===== src/verilog/xie_pkg.sv =====
`default_nettype none
package xie_pkg;
	localparam int XIE_DW = 8;
	localparam int XIE_IW = 12;
	localparam int XIE_FA = 5;
	// Opcode patterns
	localparam logic [3:0] XIE_OP_LIT = 4'hF;
	localparam logic [5:0] XIE_OP_FILE = 6'h06;
	localparam int XIE_DBIT = 5;
	localparam logic [7:0] XIE_W_RST = 8'h00;
	localparam logic XIE_Z_RST = 1'b0;
	// Instruction issue from decoder
	typedef struct packed {
		logic valid;
		logic [11:0] word;
	} xie_instr_t;
	// Write-back toward register file
	typedef struct packed {
		logic we;
		logic [4:0] addr;
		logic [7:0] data;
	} xie_fwr_t;
endpackage
`default_nettype wire


===== src/verilog/xie_xor_exec.sv =====
`timescale 1ns/1ps
`default_nettype none
// Operation
// - Top nibble 1111: XOR accumulator with literal
// - Literal result to accumulator only; zero flag
// - 0001 10df ffff: XOR accumulator with file
// - d=0: result to accumulator; zero updated
// - d=1: result to file; accumulator kept
module xie_xor_exec
	import xie_pkg::*;
(
	input wire logic clk_sys_in,
	input wire logic rstn_in,
	input wire xie_instr_t instr_in,
	input wire logic [7:0] file_rdata_in,
	output logic [4:0] file_raddr_out,
	output var xie_fwr_t file_wr_out,
	output logic [7:0] acc_out,
	output logic zero_out,
	output logic zero_we_out,
	output logic busy_out
);
	// One-hot class of the issued word
	typedef enum logic [2:0] {
		XIE_NONE = 3'b001,
		XIE_LIT = 3'b010,
		XIE_FILE = 3'b100
	} xie_kind_t;

	// Classify a 12-bit word by its opcode bits
	function automatic xie_kind_t xie_decode(input logic [11:0] w);
		if (w[11:8] == XIE_OP_LIT) begin
			return XIE_LIT;
		end
		if (w[11:6] == XIE_OP_FILE) begin
			return XIE_FILE;
		end
		return XIE_NONE;
	endfunction

	// Zero test shared by flag logic and checks
	function automatic logic xie_is_zero(input logic [7:0] v);
		return v == 8'h00;
	endfunction

	// Datapath nets and state
	xie_kind_t kind;
	logic [7:0] operand;
	logic [7:0] result;
	logic dest_file;
	logic [7:0] acc_r;
	logic zero_r;
	xie_fwr_t fwr_r;
	logic zwe_r;
	// Destination strobes for this cycle
	logic acc_load;
	logic file_load;
	logic flag_load;

	// Decode and combine
	always_comb begin
		kind = instr_in.valid ? xie_decode(instr_in.word) : XIE_NONE;
		dest_file = instr_in.word[XIE_DBIT];
		operand = 8'h00;
		case (kind)
			XIE_LIT: operand = instr_in.word[7:0];
			XIE_FILE: operand = file_rdata_in;
			default: operand = 8'h00;
		endcase
		result = acc_r ^ operand;
	end

	// Read address straight from the word; never stalls
	assign file_raddr_out = instr_in.word[4:0];
	assign busy_out = 1'b0;

	// Steer the result: accumulator, file or neither
	always_comb begin
		acc_load = 1'b0;
		file_load = 1'b0;
		flag_load = 1'b0;
		case (kind)
			XIE_LIT: begin
				acc_load = 1'b1;
				flag_load = 1'b1;
			end
			XIE_FILE: begin
				acc_load = !dest_file;
				file_load = dest_file;
				flag_load = 1'b1;
			end
			default: begin
				acc_load = 1'b0;
				file_load = 1'b0;
				flag_load = 1'b0;
			end
		endcase
	end

	// Accumulator update
	always_ff @(posedge clk_sys_in or negedge rstn_in) begin
		if (!rstn_in) begin
			acc_r <= XIE_W_RST;
		end else if (acc_load) begin
			acc_r <= result;
		end
	end

	// Zero flag
	always_ff @(posedge clk_sys_in or negedge rstn_in) begin
		if (!rstn_in) begin
			zero_r <= XIE_Z_RST;
			zwe_r <= 1'b0;
		end else begin
			zwe_r <= flag_load;
			if (flag_load) begin
				zero_r <= xie_is_zero(result);
			end
		end
	end

	// File write-back
	always_ff @(posedge clk_sys_in or negedge rstn_in) begin
		if (!rstn_in) begin
			fwr_r <= '0;
		end else begin
			fwr_r.we <= file_load;
			fwr_r.addr <= instr_in.word[4:0];
			fwr_r.data <= result;
		end
	end

	// Registered outputs
	assign acc_out = acc_r;
	assign zero_out = zero_r;
	assign zero_we_out = zwe_r;
	assign file_wr_out = fwr_r;

	// Assertions below are all disabled while reset is held
	// Literal xor lands in the accumulator
	lit_acc_a: assert property (@(posedge clk_sys_in) disable iff (!rstn_in)
		kind == XIE_LIT |=> acc_r == ($past(acc_r) ^ $past(instr_in.word[7:0])))
		else $error("literal xor wrong");

	// Literal xor never writes the file, always strobes the flag
	lit_nofile_a: assert property (@(posedge clk_sys_in) disable iff (!rstn_in)
		kind == XIE_LIT |=> !fwr_r.we && zwe_r)
		else $error("literal xor touched file");

	// Zero flag follows whichever result was stored
	zero_flag_a: assert property (@(posedge clk_sys_in) disable iff (!rstn_in)
		kind != XIE_NONE |=> zero_r == xie_is_zero(fwr_r.we ? fwr_r.data : acc_r))
		else $error("zero flag wrong");

	// File xor with d=0 updates the accumulator
	file_acc_a: assert property (@(posedge clk_sys_in) disable iff (!rstn_in)
		kind == XIE_FILE && !dest_file |=> acc_r == ($past(acc_r) ^ $past(file_rdata_in)))
		else $error("file xor to acc wrong");

	// File xor with d=0 leaves the file alone
	file_keep_a: assert property (@(posedge clk_sys_in) disable iff (!rstn_in)
		kind == XIE_FILE && !dest_file |=> !fwr_r.we && zwe_r)
		else $error("file xor wrote file");

	// File xor with d=1 writes back and keeps the accumulator
	file_back_a: assert property (@(posedge clk_sys_in) disable iff (!rstn_in)
		kind == XIE_FILE && dest_file |=> fwr_r.we && $stable(acc_r)
		&& fwr_r.addr == $past(instr_in.word[4:0])
		&& fwr_r.data == ($past(acc_r) ^ $past(file_rdata_in)))
		else $error("file write-back wrong");

	// Write strobe only follows a d=1 file xor
	we_source_a: assert property (@(posedge clk_sys_in) disable iff (!rstn_in)
		fwr_r.we |-> $past(kind == XIE_FILE) && $past(dest_file))
		else $error("stray file write");

	// Flag strobe only follows an xor
	zwe_source_a: assert property (@(posedge clk_sys_in) disable iff (!rstn_in)
		zwe_r |-> $past(kind != XIE_NONE))
		else $error("stray flag strobe");

	// Never asks the decoder to stall
	no_stall_a: assert property (@(posedge clk_sys_in) disable iff (!rstn_in)
		!busy_out)
		else $error("stall raised");

	// Idle cycles keep the accumulator and drop both strobes
	idle_hold_a: assert property (@(posedge clk_sys_in) disable iff (!rstn_in)
		kind == XIE_NONE |=> $stable(acc_r) && !fwr_r.we && !zwe_r)
		else $error("idle changed state");

	// Idle cycles keep the zero flag
	idle_zero_a: assert property (@(posedge clk_sys_in) disable iff (!rstn_in)
		kind == XIE_NONE |=> $stable(zero_r))
		else $error("idle changed zero flag");

	// A valid word of another instruction is ignored
	refuse_word_a: assert property (@(posedge clk_sys_in) disable iff (!rstn_in)
		instr_in.valid && kind == XIE_NONE |=> $stable(acc_r) && !zwe_r)
		else $error("foreign word executed");

	// A word not issued changes nothing
	valid_low_a: assert property (@(posedge clk_sys_in) disable iff (!rstn_in)
		!instr_in.valid |=> $stable(acc_r) && $stable(zero_r) && !zwe_r && !fwr_r.we)
		else $error("unissued word executed");

	// Back to back literals forward the accumulator
	back_to_back_a: assert property (@(posedge clk_sys_in) disable iff (!rstn_in)
		kind == XIE_LIT ##1 kind == XIE_LIT |=> acc_r == ($past(acc_r, 2)
		^ $past(instr_in.word[7:0], 2) ^ $past(instr_in.word[7:0])))
		else $error("back to back lost");

	// Literal then write-back uses the forwarded accumulator
	lit_file_fwd_a: assert property (@(posedge clk_sys_in) disable iff (!rstn_in)
		kind == XIE_LIT ##1 (kind == XIE_FILE && dest_file) |=> fwr_r.we
		&& fwr_r.data == ($past(acc_r, 2) ^ $past(instr_in.word[7:0], 2)
		^ $past(file_rdata_in)))
		else $error("forwarding into file lost");

	// Main scenarios reached
	lit_c: cover property (@(posedge clk_sys_in) kind == XIE_LIT);
	file_w_c: cover property (@(posedge clk_sys_in) kind == XIE_FILE && !dest_file);
	file_f_c: cover property (@(posedge clk_sys_in) kind == XIE_FILE && dest_file);
	zero_c: cover property (@(posedge clk_sys_in) kind != XIE_NONE && result == 8'h00);
	b2b_c: cover property (@(posedge clk_sys_in) kind == XIE_LIT ##1 kind == XIE_LIT);
endmodule // xie_xor_exec
`default_nettype wire


===== config.mk =====
export PLATFORM = sky130hd
export DESIGN_NAME = xie_xor_exec
export DESIGN_NICKNAME = d
export VERILOG_FILES = /design/src/verilog/xie_pkg.sv /design/src/verilog/xie_xor_exec.sv
export SDC_FILE = /design/constraint.sdc
export NUM_CORES = 1
export LEC_CHECK = 0
export ABC_CLOCK_PERIOD_IN_PS = 1200
export BUFFER_PORTS_ARGS = -buffer_cell sky130_fd_sc_hd__buf_2
export CORE_UTILIZATION = 44
export DETAILED_ROUTE_END_ITERATION = 7
export PLACE_DENSITY = 0.8
export SLEW_MARGIN = 20
export SYNTH_ARGS = -nofsm -noshare
export SYNTH_HDL_FRONTEND = slang
export SYNTH_SLANG_ARGS = --single-unit
export TNS_END_PERCENT = 10

===== constraint.sdc =====
create_clock -name clk_sys_in -period 1.2 [get_ports clk_sys_in]
set_input_delay 0.12 -clock clk_sys_in [delete_from_list [all_inputs] [get_ports clk_sys_in]]
set_output_delay 0.12 -clock clk_sys_in [all_outputs]
set_load 0.02 [all_outputs]

==> run metrics, run 1 <==
Final ANT Viol Nets 0; Tcrit/Tclk final 137%; Crit path arrival time approximately 1.9 ns; synth top area cells dfrtp_1, xnor2_1, a22oi_2, buf_4, xor2_1; vias in the first global route 893; Ports between 50 and 60; count of final setup violators 12; crit-path max FO 5; Worst Skew approximately 0.0034 ns; Worst Hold Class input pin to flop; crit path kind input pin to flop; Clock Latency Late Sink 0.30 ns; die area between 2000 and 3000 um^2; most frequent cells in the layout buf_2, dfrtp_1, buf_4; Post-Route Utilization approximately 73%; IO Port Bufs between 50 and 60; Setup crit start kind input pin; most used cell, CP buf_6; RSZ-0062 raised after global routing yes; peak supply drop 1.16 mV; post-synth top area cell dfrtp_1; drt first pass iters 4; Final Hold Vio Count 0; Yosys top cell area share a little under three fifths; LEAKAGE roughly 0.86 nW; #FFs+latches synth 24; Die W between 50 and 60 um; clock-pin transition on the worst setup and hold timing paths approximately 0.13 ns; Synth-to-Final Area Change 55.3%; ratio of cells with drive above 1 in the final layout between 60% and 70%; clock share of power 19.3%; die height a little over 50 um; CP max-delay cell or4b_4; TritonCTS clock tree yes; WL final 2680 um; largest net degree at the start of global routing 25; Post-Syn Area between 1000 and 1500 um^2; Final Hold Slack between 0.15 and 0.2 ns; Vias roughly 900; register share of total power between 40 and 50%; row count 17; worst-path cell chain buf_6 -> or4b_4 -> nor3_4 -> buf_6 -> a22oi_2 -> xnor2_2 -> nor4_2 -> a31o_1; PD cells between 1500 and 2000 nW/um^2; Fmax achieved roughly 600 MHz; distinct cell type count after synthesis 25; maximum root-to-sink buffer count 2; CP bufs+invs 2; sw frac about 36%; Core Box Area 2230 um^2; commonest non-fill, non-tap cell in the layout buf_2; # DRC 0; Starting Density a little under half; Top delay family on crit path simple AND/OR/NAND/NOR gates; via/cell ratio between 4 and 5; sequential fraction of the synthesis area between 50% and 60%; Post-Synthesis Cells 83; Avg Cell Area, Syn about 13 um^2; WP data required 1.45 ns; Mapped Nets around 110; max_slew headroom approximately two thirds; number of max-cap violations 0; sw power about 1.1 mW; warnings from Yosys 0; first-pass GRT wire length ~3900 um; Critical Path End Type flop; clock sink count 24; antenna violations before repair 0; Tot GR Track Use 21.2%; post-layout min period 1.65 ns; worst setup margin -0.445 ns; Iter 0 DRT Violations 6; Slew Viols, Final 0; internal power 1.88 mW; routed length per instance roughly 15 um; DPL Wire Length approximately 1900 um; filler instances roughly 160; antenna cells 0; Combinational Power Share roughly two fifths; status finished with violations; Nets 178; Max H-tree Level 1; failing checks setup timing; Clock Tree Root clkbuf_4; Slew @ Worst Pin a little over 0.5 ns; total CTS buffers 3; GPL Wtd Cong between 0.7 and 0.8; gr ovfl total 0; slowest cell delay on critical path ~0.55 ns
## stage by stage
step,setup slack [ns],setup TNS [ns],std cells,area (um^2),power [mW]
final,-0.445,-2.20,182,1640,2.94
after floorplan,-0.536,-4.20,83,1050,1.79
after CTS,-0.363,-1.14,179,1540,2.83
after global placement,-0.682,-5.92,168,1390,2.18
after global routing,-0.506,-2.53,182,1640,3.09
after detailed placement,-0.757,-6.73,168,1390,2.22
## area by class of cell
type                    count  area, um^2  share of cell area, %
inverters                   3        11.3                  0.688
repair buffers             75         474                   29.0
well taps                  28        35.0                   2.14
multi-input cells          48         463                   28.3
clock buffers               3        22.5                   1.38
flip-flops and latches     24         601                   36.7
clock inverters             1        30.0                   1.83
## power groups by stage
| stage | sequential [mW] | combinational [mW] | clock [mW] |
|---|---|---|---|
| 6_report | 1.24 | 1.13 | 0.566 |
| 5_1_grt | 1.27 | 1.20 | 0.619 |
| 4_1_cts | 1.22 | 1.04 | 0.572 |
| 3_5_place_dp | 1.23 | 0.992 | 0 |
| 3_3_place_gp | 1.21 | 0.971 | 0 |
| 2_1_floorplan | 1.53 | 0.264 | 0 |
## cell families after synthesis
logic type / after synthesis / share of synthesized area [%]
buffers and inverters: 11 / 6.41
AO/OA/AOI/OAI: 17 / 13.2
multiplexers: 1 / 0.950
AND/OR/NAND/NOR: 13 / 8.79
other: 1 / 0.356
flip-flops: 24 / 57.0
XOR/XNOR: 16 / 13.3
## Yosys cell counts (all sizes together)
cell type	number
a21o	1
and3b	1
nand2	1
conb	1
buf	7
or4b	1
or2	1
o21ai	2
or3	1
a22oi	7
xnor2	10
nor3	1
nand3	1
nor4	2
xor2	6
and2	2
nor2	2
a21oi	6
inv	3
a31o	1
dfrtp	24
mux2i	1
clkbuf	1
## tightest hold or removal path, delay by kind of cell
family | cells | cell delay, ns
xor gates and xnor gates | 1 | 0.15
buffers and inverters | 1 | 0.08
AOI/OAI and AO/OA | 1 | 0.07
## routing by layer
metal  part of all wire, %  global-route usage, %
met3                   4.7                   4.46
met2                    56                   37.9
met5                     0                      0
met4                   3.0                   13.0
met1                    36                   22.5
## registers in the layout, indices dropped and copies added, names as in the netlist
signal       flops
file_wr_out     14
zero_out         1
acc_out          8
zero_we_out      1
## worst paths after layout
kind	slack [ns]	start	endpoint	cells past startpoint
max	-0.45	instr_in[10]	zero_out	8
min	0.16	file_rdata_in[0]	file_wr_out[0]	3
max reg2reg	0.01	acc_out[3]	zero_out	3
min reg2reg	0.54	acc_out[6]	acc_out[6]	1
max in group asynchronous	0.55	rstn_in	acc_out[7]	2
min in group asynchronous	0.31	rstn_in	file_wr_out[2]	2
## timing repair
action                                  CTS  global route
endpoints found under the setup margin   11            13
hold buffers                              6             0
endpoints found under the hold margin    29             0
setup buffers                             1             3
resized for setup                         6            12
pin swaps                                 2             9
(Power assumes the default switching activity.)
==> run 2: changes to the inputs <==
--- a/config.mk
+++ b/config.mk
@@ -8,6 +8,7 @@
 export ABC_CLOCK_PERIOD_IN_PS = 1200
 export BUFFER_PORTS_ARGS = -buffer_cell sky130_fd_sc_hd__buf_2
 export CORE_UTILIZATION = 44
+export CTS_BUF_LIST = sky130_fd_sc_hd__clkbuf_16
 export DETAILED_ROUTE_END_ITERATION = 7
 export PLACE_DENSITY = 0.8
 export SLEW_MARGIN = 20
==> run 2 against run 1 <==
Compared with the run above:
- the flow still finishes with violations (setup timing)
- maximum frequency fell by 0.88%
- power rose by 11%
- first-iteration DRC count rose by 67%
- largest power group unchanged
- highest routed layer unchanged
- sequential cell count did not move
- worst setup slack got worse by 0.015 ns
- clock-buffer cell count did not move
- clock power rose by 64%
- hold slack got worse by 0.15 ns
- cell area fell by 2.3%
- clock skew fell by 0.0019 ns
- sequential share of layout area rose by 0.86 points
==> run metrics, run 2 (synthesis results as in run 1) <==
Tcrit/Tclk final 138% (+1.2 points); gr ovfl total 0 (unchanged); combined flip-flop and latch cell area 601 um^2 (unchanged); Nets 171 (-3.9%); PD cells 2030 nW/um^2 (+13%); clock share of power 28.5% (+9.2 points); register share of total power 38.0% (-4.2 points); peak supply drop 1.28 mV (+11%); FF-to-FF setup slack 0.07 ns (+0.06 ns); IO Port Bufs 51 (unchanged); Final Hold Vio Count 0 (unchanged); Worst Skew 0.00152 ns (-0.00191 ns); LEAKAGE 0.848 nW (-1.5%); commonest non-fill, non-tap cell in the layout buf_2; TritonCTS clock tree yes; first-pass GRT wire length 3940 um (+0.15%); Crit path arrival time 1.81 ns (-0.09 ns); largest net degree at the start of global routing 25 (unchanged); failing checks setup timing; Post-Route Utilization 71.6% (-1.7 points); Hold Path Origin instr_in[1]; r2r startpoint acc_out[5]; Die W 50.9 um (unchanged); Worst Hold End file_wr_out[9]; Clock Tree Root clkbuf_16; antenna cells 0 (unchanged); vias in the first global route 876 (-1.9%); row count 17 (unchanged); routed length per instance 14.3 um (-2.9%); Multi-input gate area 449 um^2 (-3.0%); hold depth 1 (-2); Fmax achieved 602 MHz (-0.88%); filler instances 154 (-3.1%); Layout Cells excl Fill 175 (-3.8%); post-layout min period 1.66 ns (+0.0146 ns); Synth-to-Final Area Change 51.8%; max_slew headroom 65.8% (+0.098 points); post-placement cell count 168 (unchanged); die area 2590 um^2 (unchanged); via/cell ratio 4.98 (+0.99%); most crowded layer after global routing met2; R2R cell count 3 (unchanged); Core Box Area 2230 um^2 (unchanged); RSZ-0062 raised after global routing yes; met3 Use GR 4.76% (+0.30 points); crit-path max FO 2 (-3); number of max-cap violations 0 (unchanged); crit path kind input pin to flop; die height 50.9 um (unchanged); most frequent cells in the layout buf_2, dfrtp_1, buf_4; Tot GR Track Use 21.7% (+0.46 points); met2 Usage GRT 39.0% (+1.1 points); Slew Viols, Final 0 (unchanged); WL final 2500 um (-6.7%); sw frac 33.0% (-3.1 points); Starting Density 47.2% (unchanged); Worst Hold Class input pin to flop; Combinational Power Share 33.5% (-5.0 points); Clock Latency Late Sink 0.25 ns (-0.05 ns); sw power 1.07 mW (+1.2%); WP data required 1.35 ns (-0.10 ns); Setup crit start kind input pin; ratio of cells with drive above 1 in the final layout 60.5% (-0.49 points); antenna violations before repair 0 (unchanged); DPL Wire Length 1900 um (unchanged); Critical Path End Type flop; total CTS buffers 3 (unchanged); Iter 0 DRT Violations 10 (+4); Critical path origin instr_in[9]; maximum root-to-sink buffer count 2 (unchanged); Ports 53 (unchanged); Final ANT Viol Nets 0 (unchanged); Slew @ Worst Pin 0.512 ns (-0.00148 ns); # DRC 0 (unchanged); status finished with violations; Max H-tree Level 1 (unchanged); Vias 871 (-2.9%); worst setup margin -0.460 ns (-0.0146 ns); clock-pin transition on the worst setup and hold timing paths 0.06 ns (-0.07 ns); internal power 2.18 mW (+16%); met1 Track Usage GR 22.5% (+0.044 points); FF-to-FF End zero_out; count of final setup violators 13 (+1); drt first pass iters 4 (unchanged); Largest register FFs 14 (unchanged); GPL Wtd Cong 0.781 (unchanged); clock sink count 24 (unchanged)
run 2: worst max-delay path by stage:
stage / cells after the start / end
after global placement: 7 / zero_out
after global routing: 7 / zero_out
final: 7 / zero_out
after CTS: 7 / zero_out
after floorplan: 6 / zero_out
after detailed placement: 7 / zero_out
run 2: cell type report:
| class | count | share of cell area, % |
|---|---|---|
| multi-input combinational | 48 | 28.1 |
| timing repair buffer | 68 | 24.9 |
| sequential | 24 | 37.6 |
| tap | 28 | 2.19 |
| clock buffer | 3 | 4.69 |
| clock inverter | 1 | 1.88 |
| inverter | 3 | 0.704 |
run 2: through the flow:
step | hold slack [ns] | power (mW) | setup TNS (ns) | setup WS, ns | instance area [um^2]
detailed placement | 0.120 | 2.22 | -6.73 | -0.757 | 1390
global route | 0.00650 | 3.39 | -2.87 | -0.520 | 1600
global placement | 0.116 | 2.18 | -5.92 | -0.682 | 1390
CTS | 0.00747 | 3.22 | -1.82 | -0.428 | 1560
floorplan | -0.176 | 1.79 | -4.20 | -0.536 | 1050
finish | 0.00866 | 3.25 | -2.08 | -0.460 | 1600
run 2: worst max-delay path, stage by stage:
cell	delay [ns]
buf_6	0.09
or4b_4	0.55
or3_4	0.34
mux2i_1	0.17
xor2_1	0.23
nor4_1	0.07
a31o_1	0.22
run 2: per-layer routing:
layer	wire length (um)	part of all wire, %
met1	946	38
met2	1310	52
met3	159	6.4
met4	83	3.3
met5	0	0
run 2: what timing repair did:
| item | in CTS | in global routing |
|---|---|---|
| hold buffers | 2 | 0 |
| gates resized for setup | 6 | 6 |
| pin swaps | 3 | 2 |
| setup buffers | 1 | 0 |
| hold endpoints to repair | 25 | 0 |
| endpoints found under the setup margin | 16 | 17 |
run 2: power groups by stage:
stage	logic, mW	registers [mW]	clock network, mW
after floorplan	0.264	1.53	0
after global placement	0.971	1.21	0
after detailed placement	0.992	1.23	0
after CTS	1.05	1.23	0.944
after global routing	1.15	1.27	0.976
final	1.09	1.24	0.928
